**config.mk**
```make
export PLATFORM = sky130hd
export DESIGN_NAME = ecfg_regs
export DESIGN_NICKNAME = d
export VERILOG_FILES = /design/src/rtl/ecfg_pkg.sv /design/src/rtl/sticky_w1c_bits.sv /design/src/rtl/aer_cap_header.sv /design/src/rtl/ecfg_regs.sv
export SDC_FILE = /design/constraint.sdc
export NUM_CORES = 1
export LEC_CHECK = 0
export ABC_CLOCK_PERIOD_IN_PS = 2700
export BUFFER_PORTS_ARGS = -buffer_cell sky130_fd_sc_hd__buf_2
export CAP_MARGIN = 25
export CORE_UTILIZATION = 48
export DETAILED_ROUTE_END_ITERATION = 10
export MAX_ROUTING_LAYER = met4
export PLACE_DENSITY_LB_ADDON = 0.15
export SETUP_SLACK_MARGIN = 0.4
export SLEW_MARGIN = 10
export SYNTH_ARGS = -nofsm -noshare
export SYNTH_HDL_FRONTEND = slang
export SYNTH_SLANG_ARGS = --single-unit
```
**constraint.sdc**
```tcl
create_clock -name clk -period 2.7 [get_ports clk]
set_clock_uncertainty 0.15 [all_clocks]
set_input_delay 0.135 -clock clk [delete_from_list [all_inputs] [get_ports clk]]
set_output_delay 0.135 -clock clk [all_outputs]
set_load 0.02 [all_outputs]
```
**src/rtl/ecfg_pkg.sv**
```systemverilog
/*
 * Constants for the configuration register logic of one switch port:
 * register offsets, writable masks, reset values and status bit positions.
 * Assumes configuration requests address whole dwords within a 4 KB space.
 */
package ecfg_pkg;

    //**********************************************************
    // Register byte offsets
    //**********************************************************
    localparam logic [11:0] OFF_ADDR = 12'h0F8;
    localparam logic [11:0] OFF_DATA = 12'h0FC;
    localparam logic [11:0] OFF_CAP  = 12'h100;
    localparam logic [11:0] OFF_UES  = 12'h104;

    //**********************************************************
    // Writable masks and reset values
    //**********************************************************
    localparam logic [31:0] ADDR_RW_MASK = 32'h0000_0FFC;
    localparam logic [31:0] ADDR_RST     = 32'h0000_0000;
    localparam logic [31:0] UES_W1C_MASK = 32'h001F_3031;
    localparam logic [31:0] UES_RST      = 32'h0000_0000;
    localparam logic [31:0] DATA_RST     = 32'h0000_0000;

    //**********************************************************
    // Capability header fields
    //**********************************************************
    localparam logic [15:0] CAP_ID_VAL   = 16'h0001;
    localparam logic [3:0]  CAP_VER_VAL  = 4'h1;
    localparam logic [11:0] NEXT_PTR_RST = 12'h180;
    localparam int          CAP_VER_LSB  = 16;
    localparam int          NEXT_PTR_LSB = 20;

    //**********************************************************
    // Uncorrectable error status bit positions
    //**********************************************************
    localparam int UES_WIDTH     = 21;
    localparam int UES_OBSOLETE  = 0;
    localparam int UES_LINK_PROT = 4;
    localparam int UES_SURPRISE  = 5;
    localparam int UES_POISONED  = 12;
    localparam int UES_FC_PROT   = 13;
    localparam int UES_COMP_TO   = 14;
    localparam int UES_COMP_ABT  = 15;
    localparam int UES_UNEXP_CPL = 16;
    localparam int UES_RX_OVF    = 17;
    localparam int UES_MALFORMED = 18;
    localparam int UES_ECRC      = 19;
    localparam int UES_UNSUP_REQ = 20;

endpackage

```
**src/rtl/sticky_w1c_bits.sv**
```systemverilog
/*
 * Sticky write-one-to-clear status bits, one flop per bit set in IMPL; other bits read zero.
 * Assumes set and clear vectors come from logic on the same clock.
 */
`timescale 1ns/1ps

module sticky_w1c_bits #(
    parameter int          WIDTH = 21,
    parameter logic [31:0] IMPL  = 32'h001F_3031
) (
    // Clock and fundamental reset
    input  wire logic             clk,
    input  wire logic             nrst,
    // Per-bit set and clear strobes
    input  wire logic [WIDTH-1:0] set_vec,
    input  wire logic [WIDTH-1:0] clr_vec,
    // Stored status
    output logic      [WIDTH-1:0] stat_q
);

    //**********************************************************
    // Status flops
    //**********************************************************
    // Only the fundamental reset clears; a set beats a clear
    for (genvar i = 0; i < WIDTH; i++) begin : g_bit
        if (IMPL[i]) begin : g_impl
            logic bit_q;

            // Own flop per bit keeps one kind of driver on stat_q
            always_ff @(posedge clk or negedge nrst) begin
                if (!nrst) begin
                    bit_q <= 1'b0;
                end else if (set_vec[i]) begin
                    bit_q <= 1'b1;
                end else if (clr_vec[i]) begin
                    bit_q <= 1'b0;
                end
            end

            assign stat_q[i] = bit_q;
        end else begin : g_zero
            assign stat_q[i] = 1'b0;
        end
    end

endmodule

```
**src/rtl/aer_cap_header.sv**
```systemverilog
/*
 * Error reporting capability header: fixed identifier and version
 * plus a lockable next pointer.
 * Assumes write strobes and byte masks are decoded by the caller.
 */
`timescale 1ns/1ps

module aer_cap_header (
    // Clock and resets
    input  wire logic        clk,
    input  wire logic        nrst,
    input  wire logic        hot_reset,
    // Write side
    input  wire logic        wr_en,
    input  wire logic        write_lock,
    input  wire logic [31:0] wr_mask,
    input  wire logic [31:0] wr_data,
    // Header word
    output logic      [31:0] header
);
    import ecfg_pkg::*;

    logic [11:0] next_ptr_q;
    logic [11:0] next_ptr_d;
    logic [11:0] ptr_mask;
    logic [11:0] ptr_wdata;

    //**********************************************************
    // Next pointer, writable only while unlocked
    //**********************************************************
    assign ptr_mask   = wr_mask[31:NEXT_PTR_LSB];
    assign ptr_wdata  = wr_data[31:NEXT_PTR_LSB];
    assign next_ptr_d = (next_ptr_q & ~ptr_mask) | (ptr_wdata & ptr_mask);

    always_ff @(posedge clk or negedge nrst) begin
        if (!nrst) begin
            next_ptr_q <= NEXT_PTR_RST;
        end else if (hot_reset) begin
            next_ptr_q <= NEXT_PTR_RST;
        end else if (wr_en && !write_lock) begin
            next_ptr_q <= next_ptr_d;
        end
    end

    // Identifier and version are constants
    assign header = {next_ptr_q, CAP_VER_VAL, CAP_ID_VAL};

endmodule

```
**src/rtl/ecfg_regs.sv**
```systemverilog
/*
 * Configuration register logic of one switch port: the indirect
 * address and data window, the error reporting capability header and
 * the uncorrectable error status register.
 * Assumes one configuration request port, shared by in-band requests
 * and the side-band management bus, with a flag telling them apart.
 * Error events are one-cycle pulses from logic on the same clock.
 */
`timescale 1ns/1ps

module ecfg_regs (
    // Clock and resets
    input  wire logic        clk,
    input  wire logic        nrst,
    input  wire logic        hot_reset,

    // Configuration request port
    input  wire logic        cfg_req,
    input  wire logic        cfg_wr,
    input  wire logic        cfg_sideband,
    input  wire logic [11:2] cfg_addr,
    input  wire logic [3:0]  cfg_be,
    input  wire logic [31:0] cfg_wdata,
    output logic      [31:0] cfg_rdata,
    output logic             cfg_ack,

    // Static controls
    input  wire logic        cfg_write_lock,
    input  wire logic        surprise_down_report_capable,

    // Error events, one-cycle pulses
    input  wire logic        link_protocol_error,
    input  wire logic        surprise_link_down_error,
    input  wire logic        poisoned_tlp,
    input  wire logic        flow_credit_protocol_error,
    input  wire logic        unexpected_completion,
    input  wire logic        receive_overflow,
    input  wire logic        malformed_tlp,
    input  wire logic        ecrc_error,
    input  wire logic        unsupported_request,

    // State views
    output logic      [31:0] indirect_config_address,
    output logic      [31:0] uncorrectable_error_status
);
    import ecfg_pkg::*;

    //**********************************************************
    // Declarations
    //**********************************************************
    logic [31:0]          addr_q;
    logic [31:0]          addr_d;
    logic [31:0]          rdata_q;
    logic [31:0]          rdata_d;
    logic                 ack_q;

    logic [31:0]          byte_mask;
    logic                 data_hit;
    logic                 indirect;
    logic                 self_point;
    logic                 dead;
    logic [11:2]          sel_idx;
    logic                 req_wr;
    logic                 req_rd;

    logic                 sel_addr;
    logic                 sel_cap;
    logic                 sel_ues;
    logic                 wr_addr;
    logic                 wr_cap;
    logic                 wr_ues;

    logic [31:0]          cap_word;
    logic [31:0]          ues_word;
    logic [31:0]          mux_word;
    logic [UES_WIDTH-1:0] ues_q;
    logic [UES_WIDTH-1:0] ues_set;
    logic [UES_WIDTH-1:0] ues_clr;
    logic [UES_WIDTH-1:0] ues_wclr;
    logic [UES_WIDTH-1:0] ues_force;

    //**********************************************************
    // Byte enables
    //**********************************************************
    // Expand the byte enables of the access into a bit mask
    for (genvar b = 0; b < 4; b++) begin : g_be
        assign byte_mask[8*b +: 8] = {8{cfg_be[b]}};
    end

    //**********************************************************
    // Window decode
    //**********************************************************
    // Access aimed at the data window
    assign data_hit = (cfg_addr == OFF_DATA[11:2]);

    // In-band window access is redirected through the address register
    assign indirect = data_hit && !cfg_sideband;

    // Window pointing back at itself
    assign self_point = (addr_q[11:2] == OFF_DATA[11:2]);

    // Window accesses that read zero and drop writes
    assign dead = data_hit && (cfg_sideband || self_point);

    // Register number and extended number form the target index
    assign sel_idx = indirect ? addr_q[11:2] : cfg_addr;

    // Request qualifiers
    assign req_wr = cfg_req && cfg_wr && !dead;
    assign req_rd = cfg_req && !cfg_wr;

    //**********************************************************
    // Target select
    //**********************************************************
    // Pointing at the address register lands writes there
    assign sel_addr = (sel_idx == OFF_ADDR[11:2]);
    assign sel_cap  = (sel_idx == OFF_CAP[11:2]);
    assign sel_ues  = (sel_idx == OFF_UES[11:2]);

    // Write strobes for each target
    assign wr_addr = req_wr && sel_addr;
    assign wr_cap  = req_wr && sel_cap;
    assign wr_ues  = req_wr && sel_ues;

    //**********************************************************
    // Indirect address register
    //**********************************************************
    // Merge the enabled bytes, keep reserved bits at zero
    assign addr_d = ((addr_q & ~byte_mask) | (cfg_wdata & byte_mask))
                    & ADDR_RW_MASK;

    // Cleared by either reset, updated on a selected write
    always_ff @(posedge clk or negedge nrst) begin
        if (!nrst) begin
            addr_q <= ADDR_RST;
        end else if (hot_reset) begin
            addr_q <= ADDR_RST;
        end else if (wr_addr) begin
            addr_q <= addr_d;
        end
    end

    assign indirect_config_address = addr_q;

    //**********************************************************
    // Capability header
    //**********************************************************
    aer_cap_header u_cap (
        .clk        (clk),
        .nrst       (nrst),
        .hot_reset  (hot_reset),
        .wr_en      (wr_cap),
        .write_lock (cfg_write_lock),
        .wr_mask    (byte_mask),
        .wr_data    (cfg_wdata),
        .header     (cap_word)
    );

    //**********************************************************
    // Uncorrectable error status sources
    //**********************************************************
    // Map each error event onto its status bit
    always_comb begin
        ues_set                = '0;
        ues_set[UES_LINK_PROT] = link_protocol_error;
        ues_set[UES_SURPRISE]  = surprise_link_down_error
                                 && surprise_down_report_capable;
        ues_set[UES_POISONED]  = poisoned_tlp;
        ues_set[UES_FC_PROT]   = flow_credit_protocol_error;
        ues_set[UES_UNEXP_CPL] = unexpected_completion;
        ues_set[UES_RX_OVF]    = receive_overflow;
        ues_set[UES_MALFORMED] = malformed_tlp;
        ues_set[UES_ECRC]      = ecrc_error;
        ues_set[UES_UNSUP_REQ] = unsupported_request;
    end

    // Write one to clear, only on enabled bytes of writable bits
    assign ues_wclr = wr_ues
                      ? (cfg_wdata[UES_WIDTH-1:0]
                         & byte_mask[UES_WIDTH-1:0]
                         & UES_W1C_MASK[UES_WIDTH-1:0])
                      : '0;

    // Surprise down bit held clear while not capable
    always_comb begin
        ues_force               = '0;
        ues_force[UES_SURPRISE] = !surprise_down_report_capable;
    end

    assign ues_clr = ues_wclr | ues_force;

    //**********************************************************
    // Uncorrectable error status storage
    //**********************************************************
    // Bit 0 has no source; bits 14 and 15 have no flop at all
    sticky_w1c_bits #(
        .WIDTH (UES_WIDTH),
        .IMPL  (UES_W1C_MASK)
    ) u_ues (
        .clk     (clk),
        .nrst    (nrst),
        .set_vec (ues_set),
        .clr_vec (ues_clr),
        .stat_q  (ues_q)
    );

    // Pad up to a full word; upper bits are reserved
    assign ues_word = {{(32 - UES_WIDTH){1'b0}}, ues_q};

    assign uncorrectable_error_status = ues_word;

    //**********************************************************
    // Read data select
    //**********************************************************
    // Read mux over the selected target; unmapped reads give zero
    always_comb begin
        mux_word = DATA_RST;
        if (sel_addr) begin
            mux_word = addr_q;
        end else if (sel_cap) begin
            mux_word = cap_word;
        end else if (sel_ues) begin
            mux_word = ues_word;
        end
    end

    // Dead window accesses read zero; bytes follow the enables
    assign rdata_d = dead ? DATA_RST : (mux_word & byte_mask);

    //**********************************************************
    // Answer registers
    //**********************************************************
    // Read data is held until the next read is answered
    always_ff @(posedge clk or negedge nrst) begin
        if (!nrst) begin
            rdata_q <= DATA_RST;
        end else if (req_rd) begin
            rdata_q <= rdata_d;
        end
    end

    // Every request is answered one cycle later
    always_ff @(posedge clk or negedge nrst) begin
        if (!nrst) begin
            ack_q <= 1'b0;
        end else begin
            ack_q <= cfg_req;
        end
    end

    assign cfg_rdata = rdata_q;
    assign cfg_ack   = ack_q;

endmodule

```
Yosys cells after proc, flatten, opt, wreduce, memory -nomap -nowiden:

Cells that the tools add are included.

* register bits: 86
* logic and storage cells: 84

* equal/unequal tests: 5
* mux-type cells: 28
* bitwise logic cells: 11
* reductions and logical operators: 27

Operator list (count)
* $mux 32: 5
* $and 12x12->12: 4
* $mux 21: 2
* $and 32x32->32: 1
* $eq 10x6->1 const B: 3
* $mux 12: 2
* $not 12->12: 2
* $or 12x12->12: 2
* $reduce_bool 2->1: 11
* $and 21x21->21: 1
* $or 21x6->21: 1
* $eq 10x7->1 const B: 2
* $mux 1: 18
* $logic_and 1x1->1: 10
* $mux 10: 1
* $logic_not 1->1: 5
* $logic_or 1x1->1: 1

Logic depth before layout (Yosys ltp):

* word-level depth: 10
* depth in mapped cells: 7

Modules after synthesis:

From an unflattened synthesis, not the netlist that was laid out.

* cells, all modules: 418
* area, all modules: 4126.5 um^2

By module, submodules not included
* ecfg_regs: instances 1, cells an instance 280, area each 2768.9 um^2, seq. area each 1076.0 um^2
* aer_cap_header: instances 1, cells an instance 86, area each 833.3 um^2, seq. area each 302.8 um^2
* sticky_w1c_bits: instances 1, cells an instance 52, area each 524.3 um^2, seq. area each 250.2 um^2

Least setup slack after synthesis:

OpenSTA, ideal clock, no wires.

* kind: register to register
* start: reg addr_q[2] (netlist: indirect_config_address[2])
* end: reg addr_q[2] (netlist: indirect_config_address[2])
* library setup time: 0.079 ns
* data arrival time: 2.255 ns
* required time: 2.471 ns
* path slack: 0.215 ns
* cell stages (with the launch flop): 6
* path buffers: 0
* path through: dfrtp_1 -> or2_2 -> o41a_1 -> or4_4 -> nor3_4 -> mux2i_1

* longest elaborated chain between the ends: 7

Ends and longest elaborated chain
* start: declaration: RTL line ecfg_regs.sv:51 `logic [31:0] addr_q;`
* start signal: assignment: RTL line ecfg_regs.sv:139 `addr_q <= addr_d;`
* $eq 10x6->1: RTL line ecfg_regs.sv:100 `assign self_point = (addr_q[11:2] == OFF_DATA[11:2]);`
* $logic_or 1x1->1: RTL line ecfg_regs.sv:103 `assign dead = data_hit && (cfg_sideband || self_point);`
* $logic_and 1x1->1: RTL line ecfg_regs.sv:103
* $logic_not 1->1: RTL line ecfg_regs.sv:109 `assign req_wr = cfg_req && cfg_wr && !dead;`
* $logic_and 1x1->1: RTL line ecfg_regs.sv:109
* $logic_and 1x1->1: RTL line ecfg_regs.sv:121 `assign wr_addr = req_wr && sel_addr;`
* $reduce_bool 2->1 (no source line)

Several ways; a longest one is shown, not always the timed one. The select of a mux whose other input is x is not followed.
A chain may end at the register's enable or synchronous reset.

Worst setup path in the final report:

* start: reg addr_q[3] (netlist: indirect_config_address[3])
* end: reg rdata_q[23] (netlist: cfg_rdata[23])

* longest elaborated chain between the ends: 6

Ends and longest elaborated chain
* $mux 10: RTL line ecfg_regs.sv:106 `assign sel_idx = indirect ? addr_q[11:2] : cfg_addr;`
* $eq 10x7->1: RTL line ecfg_regs.sv:117 `assign sel_cap = (sel_idx == OFF_CAP[11:2]);`
* $mux 32: RTL line ecfg_regs.sv:220 `end else if (sel_cap) begin`
* $mux 32: RTL line ecfg_regs.sv:218 `if (sel_addr) begin`
* $and 32x32->32: RTL line ecfg_regs.sv:228 `assign rdata_d = dead ? DATA_RST : (mux_word & byte_mask);`
* $mux 32 (*): RTL line ecfg_regs.sv:228
* end signal: assignment: RTL line ecfg_regs.sv:238 `rdata_q <= rdata_d;`
* end: declaration: RTL line ecfg_regs.sv:53 `logic [31:0] rdata_q;`

Every way passes the cells marked *; elsewhere a longest branch is shown, timed or not.

==> impl_summary.txt <==
----------------------------------------------------
[STA]
  Unrepaired setup endpoints after global routing ... yes
  Setup ws final ... 388 ps
  Final-layout setup total negative slack ... 0 ps
  Final Max Slew Viols ... 0
  Total count of hold-check failures in the final report ... 0
  Maximum achievable frequency ... 0.432 GHz
  Period Utilization, post-route ... 85.6%
  Setup violations, final ... 0
  Slew headroom ... 48.9%
  Period minus WS final ... 2310 ps
  Worst slew pin tran ... 767 ps

[Place]
  DP Wirelength ... 6020 µm
  Placer congestion estimate ... 0.899
  Number of buffers inserted by port buffering ... 107
  Pre-CTS setup slack ... 125 ps
  Post-place instance area ... 0.00400 mm²

[Global route]
  Via count of the first global-routing pass ... 2900
  GRT Util Overall ... 24.5%
  Antenna violations before repair ... 0
  Overflow left after global routing ... 0
  Maximum number of pins on one net before global-route repair ... 62
  Global-route wire length before repair ... 13800 µm

[Final layout]
  Total non-filler cell area in the finished layout ... 0.00487 mm²
  Final design utilization ... 69.8%
  Layout net count ... 594
  Fill cell total of the finished layout ... 527
  Layout cell share with drive strength beyond 1 ... 34.5%
  Diodes inserted ... 0
  Relative area change from synthesis to final layout ... 37.2%

[Setup path]
  Highest fanout seen on the critical path ... 5
  Sort of element at the end of the critical path ... flip-flop
  Cell-by-cell listing of the critical path ... nor2_1 -> a41oi_2 -> or4_4 -> or4_4 -> o21ai_2
  Cell with the largest stage delay on the worst path ... or4_4
  Cell family with most CP delay ... simple AND/OR/NAND/NOR gates
  Critical Path Start Type ... flip-flop
  Number of buffers and inverters on the critical path ... 0
  Startpoint-to-endpoint class of the critical path ... flip-flop to flip-flop
  Most Frequent Cell on Critical Path ... or4_4
  Crit path required time ... 2810 ps
  Largest incremental delay on the critical path ... 580 ps
  Arrival time worst endpoint ... 2420 ps

[Clock tree]
  Buffer cell driving the clock tree root ... clkbuf_8
  H-tree level count ... 3
  Clock latency of the later-clocked register in the worst-skew pair ... 340 ps
  Maximum clock insertion buffer count ... 2
  Number of CTS-inserted buffers ... 9
  CTS tree ... yes
  Clock transition time at the flip-flop clock pins of the worst setup and hold paths ... 70 ps
  Sinks on the clock net ... 61

[Routing]
  DRC Markers ... 0
  Per-cell via count in the routed design ... 5.01
  Number of optimization iterations in the first detailed-route pass ... 4
  Wirelength, routed ... 9500 µm
  First DRT Iteration DRCs ... 145
  Routed length on met1 ... 4020 µm
  Final antenna-violating net count ... 0
  Met3 layer wire length in the routed design ... 508 µm
  Wire per inst ... 15.0 µm
  Met2 layer wire length in the routed design ... 4900 µm
  Top metal layer carrying routed signals ... met4
  Total number of vias ... 3164

[Power and ir drop]
  Worst supply voltage drop on vdd ... 0.286 mV
  PnR Total Power ... 2.08 mW
  Cell leakage power ... 2.35 nW
  Pwr/cell area ... 427 mW/mm²

[Logic synthesis]
  Yosys reg bits ... 61
  Cells after synthesis ... 370
  Dominant synthesized flop cell ... dfrtp_1
  Sequential cell area fraction in the yosys report ... 43.1%
  Number of synthesized flops with an enable pin ... 0
  Share of synthesized flip-flops with an asynchronous set or reset ... 100%
  Distinct cell type count after synthesis ... 45
  Synth warn ... 0
  Average instance area after synthesis ... 9.60 µm²
  Synth Cell Area ... 0.00355 mm²

[Die]
  Die height ... 88.0 µm
  Width of the chip ... 88.0 µm
  Top-Level Pins ... 160
  Area inside the core boundary ... 0.00698 mm²
  Initial core utilization ... 50.9%
  Die Area ... 0.00775 mm²
  Number of core rows ... 30

[Run status]
  Status ... complete, no violations

[Min path]
  Class of the worst hold path ... input port to flip-flop

[Run]
  Max-cap violations ... 0

----------------------------------------------------
-- flip-flops by register name, summed over array words and instances, names as in the netlist --
signal and count:
cfg_ack 1, indirect_config_address 10, u_cap.next_ptr_q 12, cfg_rdata 29, u_ues.g_bit.g_impl.bit_q 9
-- repair_timing --
| action | in CTS | in global routing |
|---|---|---|
| gates resized for setup | 6 | 24 |
| hold endpoints to repair | 91 | 0 |
| pin swaps | 2 | 11 |
| endpoints found under the setup margin | 31 | 44 |
| hold buffers | 41 | 0 |
| buffers inserted | 8 | 4 |
-- cell families (layout without fill, tap and decap cells) --
family	Yosys count	after routing	share of synthesized area [%]
AND/OR/NAND/NOR	144	144	22.8
buffers and inverters	82	201	14.7
flip-flops	61	61	43.1
AO/OA/AOI/OAI	59	59	12.9
multiplexers	23	23	6.48
other	1	48	0.106
-- final timing paths --
check,from,slack (ps),depth (start not counted),end
setup / recovery,indirect_config_address[3],390,5,cfg_rdata[23]
hold / removal,cfg_be[0],40,4,u_ues.g_bit[4].g_impl.bit_q
setup reg to reg,indirect_config_address[3],390,5,cfg_rdata[23]
hold reg to reg,cfg_rdata[28],320,2,cfg_rdata[28]
max in group asynchronous,nrst,1530,3,indirect_config_address[2]
min in group asynchronous,nrst,340,3,cfg_rdata[2]
-- stage by stage --
stage | cells | hold WS, ps
global route | 632 | 49.1
CTS | 628 | 4.98
global placement | 563 | 136
floorplan | 417 | -311
finish | 632 | 39.2
detailed placement | 563 | 139
-- worst min-delay path, stage by stage --
cell and delay [ps]:
buf_2 130, nand2_1 60, nor2_1 90, a21oi_1 70
-- Yosys cell counts, types with 7 or more instances --
library cell | n | area share, %
dfrtp_1 | 59 | 42
nor2_1 | 26 | 2.7
o31ai_1 | 13 | 2.7
mux2i_1 | 23 | 6.5
inv_1 | 13 | 1.4
clkbuf_1 | 11 | 1.2
a21oi_1 | 9 | 1.3
buf_4 | 57 | 12
a22o_1 | 9 | 2.2
o21ai_1 | 7 | 0.99
nand2b_1 | 41 | 7.2
nand2_1 | 41 | 4.3
-- routing by layer --
layer | vias to the layer above | GRT usage (%)
met1 | 1531 | 30.3
li1 | 1505 | -
met3 | 6 | 5.84
met2 | 122 | 39.6
met5 | - | -
met4 | 0 | 7.77
-- cell usage in the layout (no fill, tap or decap), types with 9 or more instances in the layout --
master,netlist,routed
nand2b_1,41,41
inv_1,13,13
nand2_1,41,41
buf_2,0,107
conb_1,1,48
dfrtp_1,59,58
clkbuf_8,0,12
nor2_1,26,25
mux2i_1,23,23
a21oi_1,9,9
dlygate4sd3_1,0,41
buf_4,57,21
-- layout make-up --
cell class              instances  area [µm²]  share of cell area, %
clock buffers                  13         169                   3.47
clock inverters                 3        42.5                  0.873
inverters                      13        48.8                   1.00
multi-input cells             274        1820                   37.3
flip-flops and latches         61        1530                   31.4
well taps                      96         120                   2.46
repair buffers                172        1150                   23.5
-- where the power goes --
| part | internal [mW] | leakage, nW | total [mW] | switching [mW] |
|---|---|---|---|---|
| Sequential | 0.916 | 0.798 | 0.917 | 0.00123 |
| Combinational | 0.117 | 1.45 | 0.301 | 0.184 |
| Clock | 0.501 | 0.106 | 0.865 | 0.364 |
| Total | 1.53 | 2.35 | 2.08 | 0.549 |
No activity file was read; power rests on OpenSTA's default activity.
